`config.mk`:
```
export PLATFORM = sky130hd
export DESIGN_NAME = reset_source_controller
export DESIGN_NICKNAME = d
export VERILOG_FILES = /design/src/rst_pkg.sv /design/src/reset_source_controller.sv
export SDC_FILE = /design/constraint.sdc
export NUM_CORES = 1
export LEC_CHECK = 0
export BUFFER_PORTS_ARGS = -buffer_cell sky130_fd_sc_hd__buf_2
export CORE_UTILIZATION = 45
export CTS_CLUSTER_SIZE = 30
export DETAILED_ROUTE_END_ITERATION = 6
export PLACE_DENSITY = 0.84
export SLEW_MARGIN = 20
export SYNTH_ARGS = -nofsm -noshare
export SYNTH_HDL_FRONTEND = slang
export SYNTH_SLANG_ARGS = --single-unit
```
`constraint.sdc`:
```
create_clock -name pclk -period 5.3 [get_ports pclk]
set_input_delay 1.06 -clock pclk [delete_from_list [all_inputs] [get_ports pclk]]
set_output_delay 1.06 -clock pclk [all_outputs]
set_load 0.1 [all_outputs]
```
`src/rst_pkg.sv`:
```
package rst_pkg;
   // register indices; byte address is four times the index
   localparam logic [7:0] supply_monitor_control_idx = 8'hff;
   localparam logic [7:0] reset_cause_idx = 8'hef;
   localparam logic [11:0] supply_monitor_control_addr = {2'h0, supply_monitor_control_idx, 2'h0};
   localparam logic [11:0] reset_cause_addr = {2'h0, reset_cause_idx, 2'h0};
   // supply monitor control fields
   localparam int supply_monitor_enable_bit = 7;
   localparam int supply_level_status_bit = 6;
   // reset cause fields; each cause uses the bit of its flag
   localparam int pin_reset_flag_bit = 0;
   localparam int power_on_flag_bit = 1;
   localparam int clock_loss_bit = 2;
   localparam int watchdog_reset_flag_bit = 3;
   localparam int software_reset_bit = 4;
   localparam int comparator_reset_bit = 5;
   localparam int flash_error_flag_bit = 6;
   localparam int cause_count = 7;
   // reset values
   localparam logic [6:0] por_cause = 7'h02;
   localparam logic supply_monitor_enable_rst = 1'b1;
   localparam logic supply_select_rst = 1'b1;
   // synchroniser lanes: pin, supply level, comparator, clock-loss one-shot
   localparam int sync_count = 4;
   localparam int sync_pin = 0;
   localparam int sync_supply = 1;
   localparam int sync_cmp = 2;
   localparam int sync_mcd = 3;
   localparam logic [3:0] sync_rst = 4'h7;
   // own pin drive echoes back through the synchroniser
   localparam logic [1:0] pin_mask_cycles = 2'h3;
   localparam logic [15:0] user_code_limit = 16'h3dff;

   typedef enum logic [1:0] {seq_idle, seq_active, seq_hold} seq_type;

   typedef struct packed {
      logic valid;
      logic [15:0] addr;
   } flash_access_type;

   typedef struct packed {
      logic [sync_count-1:0] sync1;
      logic [sync_count-1:0] sync2;
      seq_type seq;
      logic [cause_count-1:0] cause;
      logic [cause_count-1:0] flags;
      logic vdm_en;
      logic vdm_sel;
      logic mcd_en;
      logic cmp_en;
      logic sw_req;
      logic [1:0] pin_mask;
      logic [31:0] rdata;
   } state_type;
endpackage

```
`src/reset_source_controller.sv`:
```
`timescale 1ns/100ps
// How it works
// enable bit turns supply monitor on/off
// supply reset needs source selection too
// software waits before selecting supply monitor
// status bit shows live supply level
// low six control bits unused
// low pin level holds device in reset
// pin reset sets flag bit zero
// clock-loss timeout forces a reset
// clock-loss flag marks only its reset
// clock-loss bit write enables detector
// internal resets never drive the pin
// comparator bit write enables comparator reset
// software lets comparator settle before enabling
// low comparator output resets when enabled
// comparator flag marks only its reset
// watchdog overflow resets, sets flag three
// flash write above limit resets
// code read above limit resets
// fetch above limit resets
// security-blocked flash access resets
// flash error reset sets flag six
// software bit write forces reset
// power-on or supply reset sets flag one
// other resets clear power-on flag
// software writes whole reset cause values
// reset held one cycle past request
// flags survive, change only on reset
module reset_source_controller (
   input wire logic pclk,
   input wire logic presetn,
   input wire logic psel,
   input wire logic penable,
   input wire logic pwrite,
   input wire logic [11:0] paddr,
   input wire logic [31:0] pwdata,
   output logic [31:0] prdata,
   output logic pready,
   output logic pslverr,
   input wire logic rst_pin_i,
   output logic rst_pin_o,
   output logic rst_pin_oe,
   input wire logic supply_above,
   output logic supply_monitor_enable,
   input wire logic comparator_out,
   input wire logic clock_loss_timeout,
   output logic missing_clock_detector_enable,
   input wire logic watchdog_overflow,
   input wire logic flash_write_enable,
   input wire rst_pkg::flash_access_type data_space_move,
   input wire rst_pkg::flash_access_type code_space_read,
   input wire rst_pkg::flash_access_type fetch,
   input wire logic flash_security_block,
   output logic sys_reset_n
);
   import rst_pkg::*;

   state_type st_q;
   state_type st_d;
   logic [cause_count-1:0] req;
   logic flash_err;
   logic setup;
   logic hit_vdm;
   logic hit_cause;
   logic wr_vdm;
   logic wr_cause;

   function automatic logic [cause_count-1:0] pick_cause(input logic [cause_count-1:0] c);
      logic [cause_count-1:0] r;
      r = '0;
      // supply loss wins: it owns the pin and the power-on flag
      if (c[power_on_flag_bit]) begin
         r[power_on_flag_bit] = 1'b1;
      end else begin
         for (int i = cause_count - 1; i >= 0; i--) begin
            if (c[i]) begin
               r = '0;
               r[i] = 1'b1;
            end
         end
      end
      return r;
   endfunction

   assign setup = psel && !penable;
   assign hit_vdm = paddr == supply_monitor_control_addr;
   assign hit_cause = paddr == reset_cause_addr;
   assign wr_vdm = psel && penable && pwrite && hit_vdm;
   assign wr_cause = psel && penable && pwrite && hit_cause;

   // flash checks; the flash controller flags security blocks itself
   assign flash_err = (flash_write_enable && data_space_move.valid &&
                       data_space_move.addr > user_code_limit) ||
                      (code_space_read.valid && code_space_read.addr > user_code_limit) ||
                      (fetch.valid && fetch.addr > user_code_limit) ||
                      flash_security_block;

   always_comb begin
      req = '0;
      req[pin_reset_flag_bit] = !st_q.sync2[sync_pin] && st_q.pin_mask == 2'h0;
      req[power_on_flag_bit] = st_q.vdm_en && st_q.vdm_sel && !st_q.sync2[sync_supply];
      req[clock_loss_bit] = st_q.mcd_en && st_q.sync2[sync_mcd];
      req[watchdog_reset_flag_bit] = watchdog_overflow;
      req[software_reset_bit] = st_q.sw_req;
      req[comparator_reset_bit] = st_q.cmp_en && !st_q.sync2[sync_cmp];
      req[flash_error_flag_bit] = flash_err;
   end

   always_comb begin
      st_d = st_q;
      st_d.sync1 = {clock_loss_timeout, comparator_out, supply_above, rst_pin_i};
      st_d.sync2 = st_q.sync1;
      if (rst_pin_oe) begin
         st_d.pin_mask = pin_mask_cycles;
      end else if (st_q.pin_mask != 2'h0) begin
         st_d.pin_mask = st_q.pin_mask - 2'h1;
      end
      if (setup) begin
         st_d.rdata = '0;
         if (hit_vdm) begin
            st_d.rdata[supply_monitor_enable_bit] = st_q.vdm_en;
            st_d.rdata[supply_level_status_bit] = st_q.sync2[sync_supply];
         end else if (hit_cause) begin
            st_d.rdata[cause_count-1:0] = st_q.flags;
         end
      end
      if (wr_vdm) begin
         st_d.vdm_en = pwdata[supply_monitor_enable_bit];
      end
      if (wr_cause) begin
         // write values land in the enables; reads keep showing the flags
         st_d.vdm_sel = pwdata[power_on_flag_bit];
         st_d.mcd_en = pwdata[clock_loss_bit];
         st_d.cmp_en = pwdata[comparator_reset_bit];
         st_d.sw_req = pwdata[software_reset_bit];
      end
      case (st_q.seq)
         seq_idle: begin
            if (|req) begin
               st_d.seq = seq_active;
               st_d.cause = pick_cause(req);
               st_d.mcd_en = 1'b0;
               st_d.cmp_en = 1'b0;
               st_d.sw_req = 1'b0;
            end
         end
         seq_active: begin
            st_d.cause = pick_cause(st_q.cause | req);
            st_d.sw_req = 1'b0;
            if (!(|req)) begin
               st_d.seq = seq_hold;
            end
         end
         seq_hold: begin
            if (|req) begin
               st_d.seq = seq_active;
               st_d.cause = pick_cause(st_q.cause | req);
            end else begin
               st_d.seq = seq_idle;
               // one-hot cause: power-on clears the rest, any other clears power-on
               st_d.flags = st_q.cause;
               if (st_q.cause[power_on_flag_bit]) begin
                  st_d.vdm_en = 1'b1;
               end
            end
         end
         default: begin
            st_d.seq = seq_active;
         end
      endcase
   end

   always_ff @(posedge pclk or negedge presetn) begin
      if (!presetn) begin
         st_q <= '{sync1: sync_rst, sync2: sync_rst, seq: seq_hold, cause: por_cause,
                   flags: '0, vdm_en: supply_monitor_enable_rst, vdm_sel: supply_select_rst,
                   mcd_en: 1'b0, cmp_en: 1'b0, sw_req: 1'b0, pin_mask: pin_mask_cycles,
                   rdata: '0};
      end else begin
         st_q <= st_d;
      end
   end

   assign prdata = st_q.rdata;
   assign pready = 1'b1;
   assign pslverr = psel && penable && !(hit_vdm || hit_cause);
   assign sys_reset_n = st_q.seq == seq_idle;
   // only supply loss or power-on pulls the pin low
   assign rst_pin_oe = st_q.seq != seq_idle && st_q.cause[power_on_flag_bit];
   assign rst_pin_o = 1'b0;
   assign supply_monitor_enable = st_q.vdm_en;
   assign missing_clock_detector_enable = st_q.mcd_en;
endmodule

```
==> results of run 1 <==
stage by stage:
stage	instances	area (sq um)	utilization
3_3_place_gp	326	2450	0.518
4_1_cts	334	2560	0.542
3_5_place_dp	326	2450	0.518
6_report	334	2560	0.542
2_1_floorplan	231	2310	-
5_1_grt	334	2560	0.542
layout make-up:
class                   count  area, sq um  share of cell area
repair buffers             65          325               0.127
clock buffers               5         68.8              0.0269
well taps                  67         83.8              0.0327
inverters                  10         37.5              0.0147
clock inverters             3         43.8              0.0171
multi-input cells         145         1010               0.395
flip-flops and latches     39          991               0.387
cell families after synthesis:
| group | share of synthesized area |
|---|---|
| mux | 0.0722 |
| other cells | 0.00338 |
| buf+inv | 0.139 |
| fa+ha+maj | 0.0225 |
| compound gates | 0.137 |
| flops | 0.446 |
| xor+xnor | 0.00395 |
| simple gates | 0.176 |
power groups by stage:
stage               clock network, uW  registers, uW  logic (uW)
finish                            243            366         325
global route                      264            370         356
CTS                               250            365         326
detailed placement                  0            371         326
global placement                    0            369         316
floorplan                           0            364         279
how the worst min path moves through the flow:
stage	to	slack (ns)	start	cells past startpoint
floorplan	st_q[58]$_DFF_PN0_	0.33	st_d[58]$_DFF_PN0_	0
global placement	st_q[58]$_DFF_PN0_	0.33	st_d[58]$_DFF_PN0_	0
detailed placement	st_q[57]$_DFF_PN1_	0.35	st_d[57]$_DFF_PN1_	0
CTS	st_q[57]$_DFF_PN1_	0.36	st_d[57]$_DFF_PN1_	0
global route	st_q[57]$_DFF_PN1_	0.36	st_d[57]$_DFF_PN1_	0
finish	st_q[57]$_DFF_PN1_	0.36	st_d[57]$_DFF_PN1_	0
cells in the mapped netlist, types with 2 or more instances:
cell | n | area [sq um]
nor2_1 | 6 | 22.5
nand4_1 | 3 | 18.8
o31ai_1 | 2 | 15.0
nand3_4 | 2 | 35.0
dfstp_2 | 12 | 315
buf_4 | 35 | 263
nand2b_1 | 2 | 12.5
conb_1 | 2 | 7.51
inv_1 | 10 | 37.5
nand2_1 | 14 | 52.6
nor3_1 | 3 | 15.0
ha_1 | 4 | 50.1
o21ai_0 | 9 | 45.0
a21oi_1 | 8 | 40.0
a22o_1 | 7 | 61.3
dfrtp_1 | 27 | 676
clkbuf_1 | 2 | 7.51
o211ai_1 | 4 | 30.0
a211oi_1 | 3 | 22.5
and3_1 | 3 | 18.8
mux2_2 | 8 | 90.1
nand3b_1 | 2 | 15.0
mux2i_1 | 7 | 70.1
nand3_1 | 5 | 25.0
flip-flops by register name, indices dropped and copies added (netlist names):
| register | cells |
|---|---|
| st_q | 24 |
| prdata | 8 |
| st_d | 4 |
| missing_clock_detector_enable | 1 |
| req | 1 |
| supply_monitor_enable | 1 |
worst max-delay path, stage by stage:
cell	delay, ns
buf_2	0.10
nor4b_2	0.29
nand3_2	0.21
and3_1	0.23
buf_2	0.28
per-layer routing:
layer  global-route usage  vias to the layer above  wire length [um]
li1                     -                      802                 -
met1                0.210                      776              1770
met2                0.307                       46              2060
met3               0.0444                        5               211
met4               0.0588                        0                42
met5                    0                        -                 0
cell usage in the layout (no fill, tap or decap), drive strengths merged, types with 4 or more instances in the layout:
cell / n
mux2: 8
nand3: 8
dfrtp: 27
o211ai: 4
dfstp: 12
a21oi: 8
clkbuf: 5
ha: 4
nand2: 14
a22o: 7
nor3: 5
conb: 26
mux2i: 7
buf: 65
inv: 10
nor2: 6
o21ai: 9
==> results.md, run 1 <==
- Clk buf depth: 2
- Post-route DRC: 0
- CP Max Fanout: 6
- HP Class: reg -> reg
- Pin count of the biggest net entering global routing: 40
- Final Critical Period: 3.24 ns
- Port bufs: 65
- Die area: 5220 sq um
- Layout filler cell count: 442
- Gate Count Post-Synth: 207
- Post-synthesis sequential area ratio: 0.446
- RSZ-0062 raised after global routing: false
- Post-route ant nets: 0
- Initial Util: 0.470
- R2R Setup Slk: 3.17 ns
- NumNets Final: 377
- Num CTS Buffers: 5
- Mapped Area: 2220 sq um
- Async S/R FF share, synth: 1.00
- Final Max Tran Viols: 0
- Internal Power: 579 uW
- Skew-Pair Late Insertion Delay: 0.29 ns
- Crit path launch type: input port
- Die outline height: 72.2 um
- P_sw: 355 uW
- Vias per cell: 4.88
- Pwr/cell area: 364 nW/um^2
- Fin worst setup slack: 2.06 ns
- Clk slew on worst S/H paths: 0.07 ns
- Synth cell types: 51
- Setup TNS: 0 ns
- Worst-Margin Slew: 0.815 ns
- Reg power frac: 0.392
- Synthesized area per cell: 10.7 sq um
- Final WL: 4080 um
- Root buf cell: clkbuf_8
- Share of cells above drive strength 1: 0.397
- Leak pwr: 0.00130 uW
- Site Rows: 25
- Overflow after GRT: 0
- Htree depth: 2
- Main synth FF type: dfrtp_1
- First-pass GRT wire length: 7130 um
- CP endpoint: pslverr
- FF-to-FF path depth: 7
- Ant. Diodes: 0
- Synth Register Bits: 39
- Max IR drop VDD: 298 uV
- Die width: 72.2 um
- Clock Sinks: 39
- Post-CTS Hold Fix Bufs: 0
- R2R Path Start: st_q[32]$_DFFE_PN1P_
- Wire length per cell: 12.2 um
- Period utilisation layout: 0.612
- Worst Path Required: 4.24 ns
- FF-to-FF End: st_q[43]$_DFFE_PN0P_
- Worst hold margin: 0.357 ns
- Total vias in the final route: 1629
- Clock power frac: 0.260
- Gate power share: 0.348
- Core area: 4720 sq um
- P&R area growth vs syn: 15.4%
- Post-CTS Resized: 0
- Max_slew headroom: 0.456
- Crit end category: primary output
- Status: finished clean
- Launch point of the worst path: paddr[11]
- Final GP Congestion: 0.883
- Fmax: 308 MHz
- Vias in the first global route: 1621
- CTS tree: done
- Drt first pass iters: 4
- Final Hold Viols: 0
- # IOs: 146
- Initial antenna violation count: 0
- Skew final: 0.00485 ns
- Finish-stage setup viols: 0
- Setup CP Type: in -> out
- Sw Share: 0.380
- Pre-CTS WS: 2.04 ns
- Number of flops mapped to enable cells by yosys: 0
- Setup Buffers After CTS: 0
- Maxcap violations: 0
- GRT Overall Usage: 0.176
- Synth Warn #: 0
- DP HPWL: 3220 um
- Total power: 933 uW
- WP data arrival: 2.18 ns
- 1st-iter DRT viols: 73
Power figures use the tool's default switching activity.
==> inputs of run 2 (changes only) <==
--- a/config.mk
+++ b/config.mk
@@ -6,10 +6,10 @@
 export NUM_CORES = 1
 export LEC_CHECK = 0
 export BUFFER_PORTS_ARGS = -buffer_cell sky130_fd_sc_hd__buf_2
-export CORE_UTILIZATION = 45
+export CORE_UTILIZATION = 38
 export CTS_CLUSTER_SIZE = 30
 export DETAILED_ROUTE_END_ITERATION = 6
-export PLACE_DENSITY = 0.84
+export PLACE_DENSITY = 0.75
 export SLEW_MARGIN = 20
 export SYNTH_ARGS = -nofsm -noshare
 export SYNTH_HDL_FRONTEND = slang
==> constraint.sdc (replaced) <==
create_clock -name pclk -period 2.8 [get_ports pclk]
set_input_delay 0.56 -clock pclk [delete_from_list [all_inputs] [get_ports pclk]]
set_output_delay 0.56 -clock pclk [all_outputs]
set_load 0.1 [all_outputs]
==> results.md, run 2 (synthesis results as in run 1) <==
- Hold path cells: 0 (unchanged)
- Fin area: 2560 sq um (about the same)
- Max IR drop VDD: 357 uV (was 298 uV)
- Crit path launch type: register (was input port)
- Post-route DRC: 0 (unchanged)
- RSZ-0062 raised after global routing: false (unchanged)
- Die area: 6150 sq um (was 5220 sq um)
- WP data arrival: 1.98 ns (was 2.18 ns)
- FF-to-FF End: st_q[41]$_DFFE_PN0P_ (was st_q[43]$_DFFE_PN0P_)
- Hold wc startpoint: st_d[58]$_DFF_PN0_ (was st_d[57]$_DFF_PN1_)
- First-pass GRT wire length: 6850 um (was 7130 um)
- Setup TNS: 0 ns (unchanged)
- Final Critical Period: 2.54 ns
- Initial Util: 0.398 (was 0.470)
- HP Class: reg -> reg (unchanged)
- Max_slew headroom: 0.449 (was 0.456)
- P&R area growth vs syn: 15.3% (was 15.4%)
- Status: finished clean (unchanged)
- Setup Buffers After CTS: 0 (unchanged)
- Final Max Tran Viols: 0 (unchanged)
- Worst-path cell chain: inv_1 > ha_1 > nand2b_1 > inv_1 > buf_2 (was buf_2 > nor4b_2 > nand3_2 > and3_1 > buf_2)
- Skew final: 0.00426 ns (was 0.00485 ns)
- Largest delay share family, worst path: buffers and inverters (was simple AND/OR/NAND/NOR gates)
- Post-CTS Hold Fix Bufs: 0 (unchanged)
- Final GP Congestion: 0.843 (was 0.883)
- Hold EP: st_q[58]$_DFF_PN0_ (was st_q[57]$_DFF_PN1_)
- Largest register FFs: 24 (unchanged)
- Clk buf depth: 2 (unchanged)
- Clk slew on worst S/H paths: 0.07 ns (about the same)
- Maxcap violations: 0 (unchanged)
- Worst hold margin: 0.352 ns (was 0.357 ns)
- Die width: 78.4 um (was 72.2 um)
- Num CTS Buffers: 5 (unchanged)
- Crit path max-delay cell type: dfstp_2 (was nor4b_2)
- Root buf cell: clkbuf_8 (unchanged)
- Final Hold Viols: 0 (unchanged)
- Core area: 5570 sq um (was 4720 sq um)
- Post-DP Area: 2450 sq um (about the same)
- Drt first pass iters: 4 (unchanged)
- Port bufs: 65 (unchanged)
- Worst Path Required: 2.24 ns (was 4.24 ns)
- Skew-Pair Late Insertion Delay: 0.29 ns (about the same)
- Commonest non-fill, non-tap cells in the layout: buf_2 (65), dfrtp_1 (27), conb_1 (26) (unchanged)
- Post-CTS Resized: 0 (unchanged)
- # IOs: 146 (unchanged)
- CP Buf/Inv Count: 3 (was 2)
- GRT Overall Usage: 0.142 (was 0.176)
- Vias per cell: 4.80 (was 4.88)
- Pin count of the biggest net entering global routing: 40 (unchanged)
- FF-to-FF path depth: 7 (unchanged)
- Die outline height: 78.4 um (was 72.2 um)
- 1st-iter DRT viols: 70 (was 73)
- Ant. Diodes: 0 (unchanged)
- Largest stage delay, worst path: 0.57 ns (was 0.29 ns)
- Wire length per cell: 11.8 um (was 12.2 um)
- Setup CP Type: reg -> out (was in -> out)
- Htree depth: 2 (unchanged)
- Overflow after GRT: 0 (unchanged)
- Initial antenna violation count: 0 (unchanged)
- Final WL: 4020 um (was 4080 um)
- Most flops, register: st_q (unchanged)
- DP HPWL: 3150 um (was 3220 um)
- Total power: 1730 uW (was 933 uW)
- Pwr/cell area: 675 nW/um^2 (was 364 nW/um^2)
- Leak pwr: 0.00129 uW (was 0.00130 uW)
- Post-Route Utilization: 0.459 (was 0.542)
- Fmax: 394 MHz
- Post-route ant nets: 0 (unchanged)
- R2R Setup Slk: 0.67 ns (was 3.17 ns)
- R2R Path Start: st_q[32]$_DFFE_PN1P_ (unchanged)
- Worst-Margin Slew: 0.826 ns (was 0.815 ns)
- CP Max Fanout: 9 (was 6)
- CP most frequent cell: inv_1 (was buf_2)
- Period utilisation layout: 0.907
- Most common cell after layout, fill and taps aside: buf_2 (unchanged)
- Total vias in the final route: 1626 (was 1629)
- Clock Sinks: 39 (unchanged)
- Crit end category: primary output (unchanged)
- NumNets Final: 377 (unchanged)
- Site Rows: 27 (was 25)
- CTS tree: done (unchanged)
- Share of cells above drive strength 1: 0.397 (unchanged)
- Finish-stage setup viols: 0 (unchanged)
- Vias in the first global route: 1573 (was 1621)
==> run 2: changes by cell type in the layout (fill, tap and decap cells not counted), sizes merged <==
cell,before,now
clkinv,2,0
bufinv,1,0
clkinvlp,0,1
clkbuf,5,7
==> run 2: stage by stage <==
step / setup slack (ns) / std cells
floorplan: 0.0954 / 231
global placement: 0.558 / 331
detailed placement: 0.540 / 331
CTS: 0.249 / 339
global route: 0.137 / 339
finish: 0.260 / 339
==> run 2: worst max path at each step <==
stage | from | end | slack [ns] | cells past startpoint
detailed placement | paddr[11] | pslverr | 0.54 | 5
finish | st_q[54]$_DFFE_PN1P_ | rst_pin_oe | 0.26 | 5
global route | st_q[54]$_DFFE_PN1P_ | rst_pin_oe | 0.14 | 5
floorplan | st_q[54]$_DFFE_PN1P_ | rst_pin_oe | 0.1 | 4
global placement | paddr[11] | pslverr | 0.56 | 5
CTS | st_q[54]$_DFFE_PN1P_ | rst_pin_oe | 0.25 | 5
==> run 2: layout make-up <==
class                   instances  area [sq um]
clock buffers                   7          96.3
clock inverters                 1          7.51
fillers                       537          3020
inverters                      10          37.5
multi-input cells             145          1010
flip-flops and latches         39           991
well taps                      72          90.1
repair buffers                 65           325
==> run 2: where the power goes <==
group	switching, uW	internal (uW)	leakage [uW]
Sequential	52.2	641	0.000489
Clock	194	224	0.0000505
Combinational	427	189	0.000752
Total	673	1050	0.00129
==> run 2: per-layer routing <==
layer  GRT usage  vias up  routed length, um
met5           0        -                  0
met4      0.0500        0                 30
met3      0.0349        3                237
met2       0.235       49               1930
met1       0.180      766               1820
li1            -      808                  -
